--- config.mk ---
export PLATFORM = sky130hd
export DESIGN_NAME = paf_port_override
export DESIGN_NICKNAME = d
export VERILOG_FILES = /design/src/inc/paf_pkg.sv /design/src/hdl/paf_spike_filter.sv /design/src/hdl/paf_port_override.sv
export SDC_FILE = /design/constraint.sdc
export NUM_CORES = 1
export LEC_CHECK = 0
export BUFFER_PORTS_ARGS = -buffer_cell sky130_fd_sc_hd__buf_2
export CORE_MARGIN = 2
export CORE_UTILIZATION = 35
export DETAILED_ROUTE_END_ITERATION = 7
export SYNTH_ARGS = -nofsm -noshare
export SYNTH_HDL_FRONTEND = slang
export SYNTH_SLANG_ARGS = --single-unit
--- constraint.sdc ---
create_clock -name CLK_SYS -period 2.5 [get_ports CLK_SYS]
set_clock_uncertainty 0.05 [all_clocks]
set_input_delay 0.25 -clock CLK_SYS [delete_from_list [all_inputs] [get_ports CLK_SYS]]
set_output_delay 0.25 -clock CLK_SYS [all_outputs]
set_load 0.01 [all_outputs]
--- src/inc/paf_pkg.sv ---
`default_nettype none
package paf_pkg;

  // ************************************************************
  // timing
  // ************************************************************
  localparam int CLK_PERIOD_NS     = 10;
  localparam int SPIKE_FILTER_NS   = 50;
  // least stable time, rounded up to whole cycles
  localparam int SPIKE_FILTER_CYC  =
    (SPIKE_FILTER_NS + CLK_PERIOD_NS - 1) / CLK_PERIOD_NS;
  localparam int DIVIDED_CLOCK_OUT_HALF_DEFAULT = 1;
  localparam int CNT_W             = 16;

  // ************************************************************
  // pin positions
  // ************************************************************
  localparam int PB_DIVIDED_CLOCK_OUT = 0;
  localparam int PB_TIMER16_COMPARE_A_OUT = 1;
  localparam int PB_SS   = 2;
  localparam int PB_MOSI = 3;
  localparam int PB_MISO = 4;
  localparam int PB_SCK  = 5;
  localparam int PB_OSC1 = 6;
  localparam int PB_OSC2 = 7;
  localparam int PC_SCL  = 5;
  localparam int PC_RST  = 6;

  // ************************************************************
  // reset values
  // ************************************************************
  localparam logic [7:0] PB_OE_N_RST = 8'hFF;
  localparam logic [6:5] PC_OE_N_RST = 2'h3;
  localparam logic       SCL_IDLE    = 1'h1;

  // ************************************************************
  // types
  // ************************************************************
  typedef struct packed {
    logic pullup_override_enable;
    logic pullup_override_value;
    logic direction_override_enable;
    logic direction_override_value;
    logic value_override_enable;
    logic value_override_value;
    logic input_enable_override_enable;
    logic input_enable_override_value;
  } paf_ovr_t;

  typedef struct packed {
    logic out;
    logic drive;
    logic pull;
    logic die;
  } paf_pad_t;

  localparam paf_ovr_t OVR_NONE = '0;

  // priority mux of overrides over the port register paths
  function automatic paf_pad_t paf_resolve(input paf_ovr_t o,
                                           input logic port,
                                           input logic dir,
                                           input logic global_pullup_disable,
                                           input logic die_normal);
    paf_pad_t p;
    p.drive = o.direction_override_enable ? o.direction_override_value : dir;
    p.out   = o.value_override_enable ? o.value_override_value : port;
    p.pull  = o.pullup_override_enable ? o.pullup_override_value
                                       : (port & ~dir & ~global_pullup_disable);
    p.die   = o.input_enable_override_enable ? o.input_enable_override_value
                                             : die_normal;
    return p;
  endfunction

endpackage
`default_nettype wire

--- src/hdl/paf_spike_filter.sv ---
`timescale 1ns/1ps
`default_nettype none
module paf_spike_filter
  import paf_pkg::*;
#(
  parameter int STABLE_CYCLES = SPIKE_FILTER_CYC
) (
  input  wire logic clk_sys,
  input  wire logic rst_n,
  input  wire logic sample,
  output logic      level
);

  logic [7:0] cnt_reg;

  // ************************************************************
  // level follows input only after it held steady
  // ************************************************************
  always_ff @(posedge clk_sys or negedge rst_n) begin
    if (!rst_n) begin
      cnt_reg <= '0;
      level   <= SCL_IDLE;
    end else if (sample == level) begin
      cnt_reg <= '0;                       // spike ended, start over
    end else if (cnt_reg == 8'(STABLE_CYCLES - 1)) begin
      cnt_reg <= '0;
      level   <= sample;
    end else begin
      cnt_reg <= cnt_reg + 8'h01;
    end
  end
endmodule
`default_nettype wire

--- src/hdl/paf_port_override.sv ---
// Contract
// - spi slave forces select pin to input
// - slave active only while select held low
// - forced spi inputs keep port-bit pull-up
// - timer16 compare b drives b2 when output
// - timer16 compare a drives b1 when output
// - clock fuse drives divided clock on b0
// - divided clock stays out during chip reset
// - pin change mask enables b5..b0 input
// - oscillator use sets b7/b6 input enable, else mask enables it
// - oscillator use kills b7/b6 pull-up, driver
// - b4 master input, slave output data
// - b3 value is master out or compare
// - fuse programmed makes c6 general i/o, direction from register
// - fuse unprogrammed connects c6 to reset
// - c6 as reset reads zero everywhere
// - two-wire enable takes over c5 as clock
// - filter spikes under 50ns, open drain
// - b0 input feeds capture and change logic
// - value override replaces port bit when driving
`timescale 1ns/1ps
`default_nettype none
module paf_port_override
  import paf_pkg::*;
#(
  parameter int DIVIDED_CLOCK_OUT_HALF = DIVIDED_CLOCK_OUT_HALF_DEFAULT
) (
  input  wire logic       CLK_SYS,
  input  wire logic       RST_N,
  input  wire logic       CHIP_RESET,
  input  wire logic       SLEEP_INPUT_DISABLE,
  input  wire logic       GLOBAL_PULLUP_DISABLE,
  input  wire logic [7:0] PORTB_OUTPUT,
  input  wire logic [7:0] PORTB_DIRECTION,
  input  wire logic [6:5] PORTC_OUTPUT,
  input  wire logic [6:5] PORTC_DIRECTION,
  input  wire logic       SPI_ENABLE_BIT,
  input  wire logic       SPI_MASTER_SELECT,
  input  wire logic       SPI_SCK_OUT,
  input  wire logic       SPI_MASTER_OUT,
  input  wire logic       SPI_SLAVE_OUT,
  input  wire logic       TIMER16_COMPARE_A_EN,
  input  wire logic       TIMER16_COMPARE_A_OUT,
  input  wire logic       TIMER16_COMPARE_B_EN,
  input  wire logic       TIMER16_COMPARE_B_OUT,
  input  wire logic       TIMER8B_COMPARE_A_EN,
  input  wire logic       TIMER8B_COMPARE_A_OUT,
  input  wire logic       CLOCK_OUT_FUSE,
  input  wire logic       RESET_PIN_DISABLE_FUSE,
  input  wire logic       INTERNAL_RC_SELECTED,
  input  wire logic       EXTERNAL_CLOCK_SELECTED,
  input  wire logic       ASYNC_TIMER_ENABLE,
  input  wire logic       PORTB_CHANGE_GROUP_ENABLE,
  input  wire logic [7:0] PIN_CHANGE_MASK_B,
  input  wire logic       PORTC_CHANGE_GROUP_ENABLE,
  input  wire logic [6:5] PIN_CHANGE_MASK_C,
  input  wire logic       TWO_WIRE_ENABLE_BIT,
  input  wire logic       TWO_WIRE_SCL_PULL_LOW,
  input  wire logic [7:0] PAD_B_IN,
  input  wire logic [6:5] PAD_C_IN,
  output logic      [7:0] PAD_B_OUT,
  output logic      [7:0] PAD_B_OE_N,
  output logic      [7:0] PAD_B_PULLUP,
  output logic      [6:5] PAD_C_OUT,
  output logic      [6:5] PAD_C_OE_N,
  output logic      [6:5] PAD_C_PULLUP,
  output logic            SPI_SLAVE_SELECT_ACTIVE,
  output logic            SPI_SCK_IN,
  output logic            SPI_MASTER_IN,
  output logic            SPI_SLAVE_IN,
  output logic            TIMER16_CAPTURE_IN,
  output logic            TWO_WIRE_SCL_IN,
  output logic            EXT_RESET_REQ,
  output logic      [7:0] PIN_CHANGE_B,
  output logic      [6:5] PIN_CHANGE_C,
  output logic      [7:0] INPUT_ENABLE_B,
  output logic      [7:0] PINB_READ,
  output logic      [6:5] PINC_READ,
  output logic      [6:5] PORTC_DIR_READ,
  output logic      [6:5] PORTC_OUT_READ
);

  // ************************************************************
  // pad input synchronisers
  // ************************************************************
  logic [7:0]       b_meta_reg;
  logic [7:0]       b_sync_reg;
  logic [6:5]       c_meta_reg;
  logic [6:5]       c_sync_reg;

  // two flops per pad before any logic looks at it
  always_ff @(posedge CLK_SYS or negedge RST_N) begin
    if (!RST_N) begin
      b_meta_reg <= '0;
      b_sync_reg <= '0;
      c_meta_reg <= '0;
      c_sync_reg <= '0;
    end else begin
      b_meta_reg <= PAD_B_IN;
      b_sync_reg <= b_meta_reg;
      c_meta_reg <= PAD_C_IN;
      c_sync_reg <= c_meta_reg;
    end
  end

  // ************************************************************
  // divided clock output
  // ************************************************************
  logic [CNT_W-1:0] divided_clock_out_cnt_reg;
  logic             divided_clock_out_reg;

  // free running, chip reset does not stop it
  always_ff @(posedge CLK_SYS or negedge RST_N) begin
    if (!RST_N) begin
      divided_clock_out_cnt_reg <= '0;
      divided_clock_out_reg     <= '0;
    end else if (divided_clock_out_cnt_reg == CNT_W'(DIVIDED_CLOCK_OUT_HALF - 1)) begin
      divided_clock_out_cnt_reg <= '0;
      divided_clock_out_reg     <= ~divided_clock_out_reg;
    end else begin
      divided_clock_out_cnt_reg <= divided_clock_out_cnt_reg + CNT_W'(1);
    end
  end

  // ************************************************************
  // mode decode
  // ************************************************************
  logic spi_slave;
  logic spi_master;
  logic osc_b7;
  logic osc_b6;
  logic reset_mode;
  logic global_pullup_disable;

  assign spi_slave  = SPI_ENABLE_BIT & ~SPI_MASTER_SELECT;
  assign spi_master = SPI_ENABLE_BIT & SPI_MASTER_SELECT;
  assign osc_b7     = (INTERNAL_RC_SELECTED & EXTERNAL_CLOCK_SELECTED)
                    | ASYNC_TIMER_ENABLE;
  assign osc_b6     = INTERNAL_RC_SELECTED | ASYNC_TIMER_ENABLE;
  assign reset_mode = ~RESET_PIN_DISABLE_FUSE;
  assign global_pullup_disable        = GLOBAL_PULLUP_DISABLE;

  // ************************************************************
  // override sets per pin
  // ************************************************************
  paf_ovr_t ovr_b [8];
  paf_ovr_t ovr_c [7];

  always_comb begin
    for (int i = 0; i < 8; i++) begin
      ovr_b[i] = OVR_NONE;
      // change mask turns digital input on
      ovr_b[i].input_enable_override_enable =
        PIN_CHANGE_MASK_B[i] & PORTB_CHANGE_GROUP_ENABLE;
      ovr_b[i].input_enable_override_value  = 1'h1;
    end
    for (int i = 0; i < 7; i++) begin
      ovr_c[i] = OVR_NONE;
    end
    // b7/b6: oscillator pins, pull-up and driver off
    ovr_b[PB_OSC2].pullup_override_enable       = osc_b7;
    ovr_b[PB_OSC2].direction_override_enable    = osc_b7;
    ovr_b[PB_OSC2].input_enable_override_enable =
      osc_b7 | (PIN_CHANGE_MASK_B[PB_OSC2] & PORTB_CHANGE_GROUP_ENABLE);
    ovr_b[PB_OSC2].input_enable_override_value  = osc_b7 ?
      ((INTERNAL_RC_SELECTED | EXTERNAL_CLOCK_SELECTED) & ~ASYNC_TIMER_ENABLE)
      : 1'h1;
    ovr_b[PB_OSC1].pullup_override_enable       = osc_b6;
    ovr_b[PB_OSC1].direction_override_enable    = osc_b6;
    ovr_b[PB_OSC1].input_enable_override_enable =
      osc_b6 | (PIN_CHANGE_MASK_B[PB_OSC1] & PORTB_CHANGE_GROUP_ENABLE);
    ovr_b[PB_OSC1].input_enable_override_value  = osc_b6 ?
      (INTERNAL_RC_SELECTED & ASYNC_TIMER_ENABLE) : 1'h1;
    // b5: clock out as master, forced input as slave
    ovr_b[PB_SCK].pullup_override_enable    = spi_slave;
    ovr_b[PB_SCK].pullup_override_value     = PORTB_OUTPUT[PB_SCK] & ~global_pullup_disable;
    ovr_b[PB_SCK].direction_override_enable = spi_slave;
    ovr_b[PB_SCK].value_override_enable     = spi_master;
    ovr_b[PB_SCK].value_override_value      = SPI_SCK_OUT;
    // b4: master input forced, slave output data
    ovr_b[PB_MISO].pullup_override_enable    = spi_master;
    ovr_b[PB_MISO].pullup_override_value     = PORTB_OUTPUT[PB_MISO] & ~global_pullup_disable;
    ovr_b[PB_MISO].direction_override_enable = spi_master;
    ovr_b[PB_MISO].value_override_enable     = spi_slave;
    ovr_b[PB_MISO].value_override_value      = SPI_SLAVE_OUT;
    // b3: master out or 8-bit compare a, slave forced input
    ovr_b[PB_MOSI].pullup_override_enable    = spi_slave;
    ovr_b[PB_MOSI].pullup_override_value     = PORTB_OUTPUT[PB_MOSI] & ~global_pullup_disable;
    ovr_b[PB_MOSI].direction_override_enable = spi_slave;
    ovr_b[PB_MOSI].value_override_enable     = spi_master | TIMER8B_COMPARE_A_EN;
    ovr_b[PB_MOSI].value_override_value      = SPI_MASTER_OUT | TIMER8B_COMPARE_A_OUT;
    // b2: slave select forced input, compare b value
    ovr_b[PB_SS].pullup_override_enable    = spi_slave;
    ovr_b[PB_SS].pullup_override_value     = PORTB_OUTPUT[PB_SS] & ~global_pullup_disable;
    ovr_b[PB_SS].direction_override_enable = spi_slave;
    ovr_b[PB_SS].value_override_enable     = TIMER16_COMPARE_B_EN;
    ovr_b[PB_SS].value_override_value      = TIMER16_COMPARE_B_OUT;
    // b1: compare a value, direction left to register
    ovr_b[PB_TIMER16_COMPARE_A_OUT].value_override_enable   = TIMER16_COMPARE_A_EN;
    ovr_b[PB_TIMER16_COMPARE_A_OUT].value_override_value    = TIMER16_COMPARE_A_OUT;
    // b0: divided clock beats port and direction bits
    ovr_b[PB_DIVIDED_CLOCK_OUT].direction_override_enable = CLOCK_OUT_FUSE;
    ovr_b[PB_DIVIDED_CLOCK_OUT].direction_override_value  = 1'h1;
    ovr_b[PB_DIVIDED_CLOCK_OUT].value_override_enable     = CLOCK_OUT_FUSE;
    ovr_b[PB_DIVIDED_CLOCK_OUT].value_override_value      = divided_clock_out_reg;
    // c6: reset pin unless fuse programmed
    ovr_c[PC_RST].pullup_override_enable       = reset_mode;
    ovr_c[PC_RST].pullup_override_value        = 1'h1;
    ovr_c[PC_RST].direction_override_enable    = reset_mode;
    ovr_c[PC_RST].input_enable_override_enable =
      reset_mode | (PIN_CHANGE_MASK_C[PC_RST] & PORTC_CHANGE_GROUP_ENABLE);
    ovr_c[PC_RST].input_enable_override_value  = ~reset_mode;
    // c5: open-drain clock line, drive low only
    ovr_c[PC_SCL].pullup_override_enable       = TWO_WIRE_ENABLE_BIT;
    ovr_c[PC_SCL].pullup_override_value        = PORTC_OUTPUT[PC_SCL] & ~global_pullup_disable;
    ovr_c[PC_SCL].direction_override_enable    = TWO_WIRE_ENABLE_BIT;
    ovr_c[PC_SCL].direction_override_value     = TWO_WIRE_SCL_PULL_LOW;
    ovr_c[PC_SCL].value_override_enable        = TWO_WIRE_ENABLE_BIT;
    ovr_c[PC_SCL].input_enable_override_enable =
      PIN_CHANGE_MASK_C[PC_SCL] & PORTC_CHANGE_GROUP_ENABLE;
    ovr_c[PC_SCL].input_enable_override_value  = 1'h1;
  end

  // ************************************************************
  // pad resolution
  // ************************************************************
  paf_pad_t   pad_b [8];
  paf_pad_t   pad_c [7];
  logic [7:0] b_out_next;
  logic [7:0] b_oe_n_next;
  logic [7:0] b_pull_next;
  logic [6:5] c_out_next;
  logic [6:5] c_oe_n_next;
  logic [6:5] c_pull_next;
  logic [7:0] die_b;
  logic [6:5] die_c;

  // override first, register path second
  always_comb begin
    for (int i = 0; i < 8; i++) begin
      pad_b[i]       = paf_resolve(ovr_b[i], PORTB_OUTPUT[i], PORTB_DIRECTION[i],
                                   global_pullup_disable, ~SLEEP_INPUT_DISABLE);
      b_out_next[i]  = pad_b[i].out;
      b_oe_n_next[i] = ~pad_b[i].drive;
      b_pull_next[i] = pad_b[i].pull;
      die_b[i]       = pad_b[i].die;
    end
    for (int i = 0; i < 7; i++) begin
      pad_c[i] = OVR_NONE[3:0];
    end
    for (int i = PC_SCL; i <= PC_RST; i++) begin
      pad_c[i]       = paf_resolve(ovr_c[i], PORTC_OUTPUT[i], PORTC_DIRECTION[i],
                                   global_pullup_disable, ~SLEEP_INPUT_DISABLE);
      c_out_next[i]  = pad_c[i].out;
      c_oe_n_next[i] = ~pad_c[i].drive;
      c_pull_next[i] = pad_c[i].pull;
      die_c[i]       = pad_c[i].die;
    end
    // chip reset floats the pads, clock output and c6 pull-up excepted
    if (CHIP_RESET) begin
      b_oe_n_next = PB_OE_N_RST;
      b_pull_next = '0;
      c_oe_n_next = PC_OE_N_RST;
      c_pull_next[PC_SCL] = 1'h0;
      if (CLOCK_OUT_FUSE) begin
        b_oe_n_next[PB_DIVIDED_CLOCK_OUT] = 1'h0;
      end
    end
  end

  // ************************************************************
  // pad output registers
  // ************************************************************
  always_ff @(posedge CLK_SYS or negedge RST_N) begin
    if (!RST_N) begin
      PAD_B_OUT    <= '0;
      PAD_B_OE_N   <= PB_OE_N_RST;
      PAD_B_PULLUP <= '0;
      PAD_C_OUT    <= '0;
      PAD_C_OE_N   <= PC_OE_N_RST;
      PAD_C_PULLUP <= '0;
    end else begin
      PAD_B_OUT    <= b_out_next;
      PAD_B_OE_N   <= b_oe_n_next;
      PAD_B_PULLUP <= b_pull_next;
      PAD_C_OUT    <= c_out_next;
      PAD_C_OE_N   <= c_oe_n_next;
      PAD_C_PULLUP <= c_pull_next;
    end
  end

  // ************************************************************
  // peripheral side inputs
  // ************************************************************
  logic scl_filt;

  paf_spike_filter #(
    .STABLE_CYCLES (SPIKE_FILTER_CYC)
  ) u_scl_filter (
    .clk_sys (CLK_SYS),
    .rst_n   (RST_N),
    .sample  (c_sync_reg[PC_SCL]),
    .level   (scl_filt)
  );

  // synchronised pad levels to the alternate functions
  always_ff @(posedge CLK_SYS or negedge RST_N) begin
    if (!RST_N) begin
      SPI_SLAVE_SELECT_ACTIVE <= '0;
      SPI_SCK_IN              <= '0;
      SPI_MASTER_IN           <= '0;
      SPI_SLAVE_IN            <= '0;
      TIMER16_CAPTURE_IN      <= '0;
      TWO_WIRE_SCL_IN         <= SCL_IDLE;
      EXT_RESET_REQ           <= '0;
      PIN_CHANGE_B            <= '0;
      PIN_CHANGE_C            <= '0;
      INPUT_ENABLE_B          <= '0;
      PINB_READ               <= '0;
      PINC_READ               <= '0;
      PORTC_DIR_READ          <= '0;
      PORTC_OUT_READ          <= '0;
    end else begin
      SPI_SLAVE_SELECT_ACTIVE <= spi_slave & ~b_sync_reg[PB_SS];
      SPI_SCK_IN              <= b_sync_reg[PB_SCK];
      SPI_MASTER_IN           <= b_sync_reg[PB_MISO];
      SPI_SLAVE_IN            <= b_sync_reg[PB_MOSI];
      TIMER16_CAPTURE_IN      <= b_sync_reg[PB_DIVIDED_CLOCK_OUT];
      TWO_WIRE_SCL_IN         <= TWO_WIRE_ENABLE_BIT ? scl_filt : SCL_IDLE;
      EXT_RESET_REQ           <= reset_mode & ~c_sync_reg[PC_RST];
      PIN_CHANGE_B            <= b_sync_reg & die_b;
      PIN_CHANGE_C            <= c_sync_reg & die_c;
      INPUT_ENABLE_B          <= die_b;
      PINB_READ               <= b_sync_reg;
      // reset pin reads zero in all three bits
      PINC_READ               <= {c_sync_reg[PC_RST] & ~reset_mode,
                                  c_sync_reg[PC_SCL]};
      PORTC_DIR_READ          <= {PORTC_DIRECTION[PC_RST] & ~reset_mode,
                                  PORTC_DIRECTION[PC_SCL]};
      PORTC_OUT_READ          <= {PORTC_OUTPUT[PC_RST] & ~reset_mode,
                                  PORTC_OUTPUT[PC_SCL]};
    end
  end
endmodule
`default_nettype wire

==> metrics.yaml, run 1 <==
p_leak_nw: 2.56
async_reset_ff_share_pct: 100
cts_setup_buffers: 0
die_h_um: 109
ys_ff_latch: 111
hold_path.class: "primary input to flop"
setup-tns-final_ns: 0
cp_num_cells: 5
cp.required_ns: 2.72
io_pins: 134
max_slew_margin_pct: 61.1
area_growth_pct: 32.9
cp_max_fo: 4
grt_pass1_vias: 2699
cp-start-kind: "flop"
timing.rr.start: "divided_clock_out_cnt_reg[0]"
slowest_stage: "dfrtp_1"
status: "finished, final reports clean"
yosysSeqAreaShare_pct: 71.8
grt_pass1_wl_mm: 12.8
rows: 38
antenna_found_initial: 0
routed_wl_mm: 8.34
layout_commonest_cell: "buf_2"
worst_pin_slew_ns: 0.583
via_per_inst: 4.52
grt_use_total_pct: 14.2
drive_gt1_share_pct: 38.4
hpwl_mm: 5.90
drtPass1Iterations: 6
synth_top_area_share_pct: 63.7
drc_errors: 0
gp_congestion: 0.781
hp-start: "PORTB_OUTPUT[5]"
multi_input_area_sq_um: 1010
htree_levels: 3
antenna_left: 0
grt_max_degree: 112
grt_overflow: 0
slew_viol_final: 0
cts_buffer_depth: 2
p_per_area_nw_per_um2: 659
die_area_sq_um: 12000
die_x_um: 109
path_buf_inv: 1
timing.fmax_ghz: 0.649
setup_viol: 0
finalCriticalPeriod_ns: 1.54
largest_reg_flops: 16
synth_edf_count: 0
final-hold-violation-count: 0
cts_tree: "yes"
yosysWarnings: 0
synth_top_cell_by_area: "dfrtp_1"
critical-path-max-stage-delay_ns: 0.43
arrival_ns: 1.76
start_util_pct: 35.9
fin_nets: 523
synth_area_sq_um: 3890
finalCritPeriodShare_pct: 61.6
root_buffer: "clkbuf_8"
crit_path_end: "divided_clock_out_cnt_reg[1]"
final_util_pct: 47.7
syn_area_per_cell_sq_um: 13.5
crit_path_end_kind: "flop"
clk_pin_slew_ns: 0.11
wl_per_cell_um: 13.9
ys.flop_type: "dfrtp_1"
antennaDiodeCount: 0
most-common-layout-cells: "buf_2, dfrtp_1, nand2_1"
rr_worst_depth: 5
ir_worst_vdd_uv: 314
seq_area_sq_um: 2790
critPathKind: "flop to flop"
routed-via-count: 2705
fillers: 998
core_area_sq_um: 10800
cts-buffers-inserted: 9
dr.first_iter.drc_count: 129
cts.sinks: 111
synth.distinct_cells: 35
synthesis.nets: 359
startpoint: "divided_clock_out_cnt_reg[0]"
max_cap_viol_count: 0
io_buffers: 133
r2r-end: "divided_clock_out_cnt_reg[1]"
critical_path.top_delay_family: "simple AND/OR/NAND/NOR gates"
rsz0062_at_grt: "false"
clock_latency_ns: 0.37
worst-r2r-setup-slack_ns: 0.96
yosys-top-cells-area: "dfrtp_1, dfstp_2, nand2_1"
synth_cells: 289
path_cells: "inv_1, ha_1, nor4b_1, nand4_1, and2_1"
routing by layer:
layer	global-route usage (%)	vias up	part of all wire (%)
li1	-	1283	-
met1	18.0	1317	43
met2	23.0	90	49
met3	2.90	15	6.2
met4	6.96	0	2.1
met5	0	-	0
cell usage after synthesis (all sizes together) (4+ instances only):
cell type / n
dfrtp: 99
nand2: 36
nor2: 18
and2: 13
dfstp: 12
a21oi: 11
nand3: 11
xor2: 11
inv: 10
xnor2: 8
mux2: 6
nand4: 6
nor4: 6
buf: 5
ha: 5
nor3: 4
nor4b: 4
o21ai: 4
cells by family (layout without fill, tap and decap cells):
family	after synthesis	after routing	synth area share, %
flops	111	111	71.8
simple gates	109	109	15.2
compound gates	20	20	2.93
xor+xnor	19	19	4.28
buf+inv	18	187	2.19
mux	7	7	1.99
fa+ha+maj	5	5	1.61
final cells by class:
class | instances | share of cell area, %
inverter | 10 | 0.726
timing repair buffer | 161 | 18.5
multi-input combinational | 160 | 19.6
clock buffer | 9 | 2.40
sequential | 111 | 54.0
clock inverter | 7 | 1.33
tap | 140 | 3.39
report_power, final:
part | switching, mW | internal (mW)
clock network | 0.650 | 0.395
logic | 0.211 | 0.191
registers | 0.0503 | 1.91
worst min path at each step:
stage	end	slack, ns	cells after the start
floorplan	EXT_RESET_REQ	-0.1	0
global placement	c_sync_reg[5]	0.28	0
detailed placement	b_sync_reg[1]	0.29	0
CTS	PAD_B_PULLUP[3]	0.01	3
global route	PAD_B_PULLUP[5]	0.02	3
finish	PAD_B_PULLUP[5]	0.03	3
through the flow:
step	area [sq um]	hold WS (ns)	cells	setup slack, ns	power (mW)
after floorplan	3890	-0.0956	289	1.18	2.17
after global placement	4710	0.282	555	1.12	2.36
after detailed placement	4710	0.286	555	1.05	2.37
after CTS	5170	0.0135	598	0.945	3.47
after global routing	5170	0.0209	598	0.881	3.58
final	5170	0.0350	598	0.960	3.41
tightest hold or removal path, stage by stage:
cell     delay (ns)
buf_2          0.10
nand2_1        0.05
a21oi_1        0.03
what timing repair did:
item / in CTS / in global routing
hold buffers: 27 / 0
gates resized for setup: 0 / 0
endpoints found under the hold margin: 130 / 0
Power figures use the tool's default switching activity.
==> run 2, diff against run 1 <==
- clock period: 2.5 -> 1.35 ns (I/O delays scaled with it)
==> run 2 against run 1 <==
Sequential share of layout area fell by 4.9 points. Critical path type unchanged. The flow now finishes with violations (negative setup slack). Sequential power rose by 85%. Via count rose by 8.9%. Global-route usage increased by 1.1 points. Routed wire length up 11%. First-iteration DRC count up 12%. Sequential cell count stayed put. Largest cell class unchanged. Setup slack worse by 1.0 ns. Count of clock-buffer cells in the layout unchanged. Combinational power is 120% higher. Highest routed layer unchanged.
==> metrics.yaml, run 2 (synthesized netlist as in run 1, its figures left out) <==
status: "finished with violations"  # was finished, final reports clean
violations: "negative setup slack"
hold_path.class: "primary input to flop"  # unchanged
setup_viol: 8  # was 0
wl_per_cell_um: 14.4  # was 13.9 um
io_pins: 134  # unchanged
drive_gt1_share_pct: 40.0  # was 38.4%
ir_worst_vdd_uv: 508  # was 314 uV
routed_wl_mm: 9.30  # was 8.34 mm
hp-start: "INTERNAL_RC_SELECTED"  # was PORTB_OUTPUT[5]
finalCriticalPeriod_ns: 1.43  # was 1.54 ns
max_slew_margin_pct: 79.5  # was 61.1%
die_area_sq_um: 12000  # unchanged
worst_pin_slew_ns: 0.306  # was 0.583 ns
fin_ws_ns: -0.0763  # was 0.960 ns
fin_nets: 572  # was 523
clock_latency_ns: 0.38  # was 0.37 ns
cp.required_ns: 1.60  # was 2.72 ns
start_util_pct: 35.9  # unchanged
core_area_sq_um: 10800  # unchanged
layout_commonest_cell: "buf_2"  # unchanged
finalCritPeriodShare_pct: 106  # was 61.6%
grt_overflow: 0  # unchanged
cts_buffer_depth: 2  # unchanged
rows: 38  # unchanged
setup-tns-final_ns: -0.157  # was 0 ns
hpwl_mm: 6.06  # was 5.90 mm
drtPass1Iterations: 4  # was 6
via_per_inst: 4.55  # was 4.52
cts_tree: "yes"  # unchanged
die_x_um: 109  # unchanged
dp_slack_ns: -0.0683  # was 1.05 ns
antenna_left: 0  # unchanged
timing.fmax_ghz: 0.701  # was 0.649 GHz
die_h_um: 109  # unchanged
p_per_area_nw_per_um2: 1120  # was 659 nW/um^2
slew_viol_final: 0  # unchanged
p_leak_nw: 2.82  # was 2.56 nW
area_growth_pct: 46.5  # was 32.9%
grt_pass1_vias: 2915  # was 2699
final-hold-violation-count: 0  # unchanged
clk_pin_slew_ns: 0.11  # about the same
cts-buffers-inserted: 9  # unchanged
grt_use_total_pct: 15.3  # was 14.2%
antennaDiodeCount: 0  # unchanged
cp-start-kind: "flop"  # unchanged
most-common-layout-cells: "buf_2, dfrtp_1, dlygate4sd3_1"  # was buf_2, dfrtp_1, nand2_1
gp_congestion: 0.765  # was 0.781
arrival_ns: 1.68  # was 1.76 ns
cts.sinks: 111  # unchanged
antenna_found_initial: 0  # unchanged
critPathKind: "flop to flop"  # unchanged
io_buffers: 133  # unchanged
grt_pass1_wl_mm: 13.7  # was 12.8 mm
timing.rr.start: "u_scl_filter.cnt_reg[0]"  # was divided_clock_out_cnt_reg[0]
largest_reg_flops: 16  # unchanged
max_cap_viol_count: 0  # unchanged
fillers: 940  # was 998
drc_errors: 0  # unchanged
htree_levels: 3  # unchanged
final_util_pct: 52.6  # was 47.7%
root_buffer: "clkbuf_8"  # unchanged
grt_max_degree: 49  # was 112
startpoint: "u_scl_filter.cnt_reg[0]"  # was divided_clock_out_cnt_reg[0]
crit_path_end_kind: "flop"  # unchanged
rsz0062_at_grt: "true"  # was false
routed-via-count: 2947  # was 2705
dr.first_iter.drc_count: 144  # was 129
cp_max_fo: 4  # unchanged
run 2: cell count changes in the layout (fill, tap and decap cells not counted), moves of 2 or more:
cell / previous run / this run
dlygate4sd3_1: 27 / 59
buf_4: 1 / 16
dfrtp_1: 99 / 93
dfrtp_2: 0 / 6
inv_6: 2 / 4
inv_8: 3 / 1
nor4_1: 2 / 0
nor4b_4: 0 / 2
run 2: metrics by stage:
step	std cells	power, mW	area, sq um	hold slack [ns]
global route	647	6.76	5700	0.00554
floorplan	289	4.01	3890	-0.211
CTS	643	6.45	5620	0.00130
global placement	568	4.37	4820	-0.0226
finish	647	6.40	5700	0.0180
detailed placement	568	4.39	4820	-0.0204
run 2: final timing paths:
| path | to | slack [ns] | cells past startpoint |
|---|---|---|---|
| worst max-delay path | u_scl_filter.level | -0.08 | 5 |
| worst min-delay path | PAD_B_OE_N[7] | 0.02 | 3 |
| worst max register to register | u_scl_filter.level | -0.08 | 5 |
| worst min register to register | b_sync_reg[3] | 0.30 | 0 |
| max in group asynchronous | TWO_WIRE_SCL_IN | 0.55 | 3 |
| min in group asynchronous | b_sync_reg[6] | 0.12 | 2 |
run 2: layout make-up:
cell class                      instances  area, sq um  share of cell area (%)
Tap cell                              140          175                    3.07
Clock inverter                          7         60.1                    1.05
Sequential cell                       111         2800                    49.1
Timing Repair Buffer                  209         1420                    24.9
Clock buffer                            9          124                    2.17
Inverter                               10         40.0                   0.703
Multi-Input combinational cell        161         1080                    19.0
run 2: where the power goes:
part | switching, mW | internal, mW
combinational | 0.432 | 0.469
sequential | 0.0881 | 3.54
clock | 1.17 | 0.712
run 2: critical path: stages (launching register included):
cell and delay, ns:
dfrtp_1 0.43, inv_1 0.08, ha_1 0.16, nor4b_4 0.24
nand3_1 0.12, mux2_2 0.28
run 2: routing by layer:
layer  vias up  part of all wire, %  track usage [%]
li1       1387                    -                -
met1      1435                   42             18.1
met2       108                   50             26.1
met4         0                  2.0             6.78
met5         -                    0                0
met3        17                  6.0             3.97
run 2: what timing repair did:
item | in CTS | in global routing
gates resized for setup | 4 | 13
hold buffers | 59 | 0
buffers inserted | 0 | 3
pin swaps | 1 | 5
gates cloned | 0 | 1
hold endpoints to repair | 153 | 0
setup endpoints to repair | 13 | 21
==> run 3, diff against run 2 <==
- PLACE_DENSITY: not set -> 0.67
==> run 3 against run 2 <==
The run still ends with negative setup slack left. Critical path type unchanged. Clock power about the same. Core utilization up 0.27 points. Setup slack better by 0.0033 ns. Sequential power about the same.
==> metrics.yaml, run 3 (synthesized netlist as in run 1, its figures left out) <==
status: "finished with violations"  # unchanged
violations: "negative setup slack"  # unchanged
setup_viol: 10  # was 8
drc_errors: 0  # unchanged
rows: 38  # unchanged
layout_commonest_cell: "buf_2"  # unchanged
largest_reg_flops: 16  # unchanged
antennaDiodeCount: 0  # unchanged
cp.required_ns: 1.55  # was 1.60 ns
via_per_inst: 4.56  # was 4.55
worst_pin_slew_ns: 0.406  # was 0.306 ns
io_buffers: 133  # unchanged
routed-via-count: 2966  # was 2947
cts.sinks: 111  # unchanged
hold_path.class: "primary input to flop"  # unchanged
die_h_um: 109  # unchanged
critical-path-max-stage-delay_ns: 0.41  # was 0.43 ns
fin_area_sq_um: 5730  # was 5700 sq um
drive_gt1_share_pct: 41.0  # was 40.0%
antenna_found_initial: 0  # unchanged
cp_max_fo: 8  # was 4
cts_buffer_depth: 2  # unchanged
timing.fmax_ghz: 0.703  # was 0.701 GHz
max_cap_viol_count: 0  # unchanged
core_area_sq_um: 10800  # unchanged
grt_max_degree: 78  # was 49
rr_worst_depth: 6  # was 5
slowest_stage: "dfrtp_1"  # unchanged
area_growth_pct: 47.2  # was 46.5%
fin_nets: 575  # was 572
power_mw: 6.49  # was 6.40 mW
path_cells: "inv_1, ha_1, nor4b_4, buf_4, a31o_4, a21oi_2"  # was inv_1, ha_1, nor4b_4, nand3_1, mux2_2
clk_pin_slew_ns: 0.10  # was 0.11 ns
final-hold-violation-count: 0  # unchanged
htree_levels: 3  # unchanged
arrival_ns: 1.63  # was 1.68 ns
routed_wl_mm: 9.62  # was 9.30 mm
critPathKind: "flop to flop"  # unchanged
p_per_area_nw_per_um2: 1130  # was 1120 nW/um^2
timing.rr.start: "u_scl_filter.cnt_reg[0]"  # unchanged
io_pins: 134  # unchanged
cp-start-kind: "flop"  # unchanged
grt_pass1_wl_mm: 14.5  # was 13.7 mm
holdPathStages: 3  # unchanged
finalCriticalPeriod_ns: 1.42  # was 1.43 ns
dr.first_iter.drc_count: 140  # was 144
rsz0062_at_grt: "true"  # unchanged
worst-r2r-setup-slack_ns: -0.07  # was -0.08 ns
slew_viol_final: 0  # unchanged
r2r-end: "u_scl_filter.cnt_reg[7]"  # was u_scl_filter.level
antenna_left: 0  # unchanged
hp-start: "TIMER8B_COMPARE_A_OUT"  # was INTERNAL_RC_SELECTED
seq_area_sq_um: 2800  # about the same
finalCritPeriodShare_pct: 105  # was 106%
postPlaceCellArea_sq_um: 4800  # was 4820 sq um
start_util_pct: 35.9  # unchanged
hpwl_mm: 6.13  # was 6.06 mm
hold_path_end: "PAD_B_OUT[3]"  # was PAD_B_OE_N[7]
max_slew_margin_pct: 72.9  # was 79.5%
most-common-layout-cells: "buf_2, dfrtp_1, dlygate4sd3_1"  # unchanged
drtPass1Iterations: 4  # unchanged
crit_path_end_kind: "flop"  # unchanged
ir_worst_vdd_uv: 501  # was 508 uV
wl_per_cell_um: 14.8  # was 14.4 um
gp_congestion: 0.807  # was 0.765
die_x_um: 109  # unchanged
root_buffer: "clkbuf_8"  # unchanged
fin_ws_ns: -0.0730  # was -0.0763 ns
grt_use_total_pct: 16.1  # was 15.3%
dp_slack_ns: -0.143  # was -0.0683 ns
grt_pass1_vias: 2999  # was 2915
cts-buffers-inserted: 9  # unchanged
p_leak_nw: 2.84  # was 2.82 nW
multi_input_area_sq_um: 1110  # was 1080 sq um
grt_overflow: 0  # unchanged
cts_tree: "yes"  # unchanged
clock_latency_ns: 0.38  # about the same
fillers: 926  # was 940
die_area_sq_um: 12000  # unchanged
run 3: layout make-up:
cell class / count / share of cell area, %
Inverter: 10 / 0.655
Sequential cell: 111 / 48.9
Clock inverter: 7 / 1.09
Tap cell: 140 / 3.06
Multi-Input combinational cell: 161 / 19.4
Timing Repair Buffer: 212 / 24.8
Clock buffer: 9 / 2.16
run 3: report_power, final:
group | switching [mW] | internal, mW
Sequential | 0.0926 | 3.54
Combinational | 0.464 | 0.505
Clock | 1.18 | 0.711
Total | 1.73 | 4.75
run 3: worst max path at each step:
stage	depth (start not counted)	to	slack (ns)	start
after floorplan	5	divided_clock_out_cnt_reg[1]	0.03	divided_clock_out_cnt_reg[0]
after global placement	5	divided_clock_out_cnt_reg[1]	-0.02	divided_clock_out_cnt_reg[0]
after detailed placement	5	divided_clock_out_cnt_reg[1]	-0.14	divided_clock_out_cnt_reg[0]
after CTS	4	divided_clock_out_cnt_reg[14]	-0.04	divided_clock_out_cnt_reg[1]
after global routing	6	u_scl_filter.cnt_reg[0]	-0.13	u_scl_filter.cnt_reg[0]
final	6	u_scl_filter.cnt_reg[7]	-0.07	u_scl_filter.cnt_reg[0]
run 3: layer usage:
metal	share of wire [%]	global-route usage, %	vias to the layer above
met1	42	20.1	1469
met5	0	0	-
met3	5.4	3.50	14
met2	51	27.5	96
li1	-	-	1387
met4	1.5	5.88	0
run 3: stage by stage:
stage	setup TNS, ns	hold slack [ns]	std cells	utilization [%]
after floorplan	0	-0.211	289	-
after global placement	-0.0184	-0.102	567	44.3
after detailed placement	-0.429	-0.102	567	44.3
after CTS	-0.228	0.00748	647	52.4
after global routing	-1.43	0.0188	650	52.8
final	-0.593	0.0210	650	52.8
run 3: what timing repair did:
item | 4_1_cts | 5_1_grt
hold buffers | 61 | 1
gates resized for setup | 12 | 7
buffers inserted | 3 | 4
cloned | 0 | 1
hold endpoints to repair | 155 | 1
pin swaps | 4 | 3
endpoints found under the setup margin | 14 | 22
run 3: worst max-delay path, delay by kind of cell, from the launching register on:
kind	cells	cell delay [ns]
flops	1	0.41
buf+inv	2	0.22
compound gates	2	0.25
simple gates	1	0.22
fa+ha+maj	1	0.15
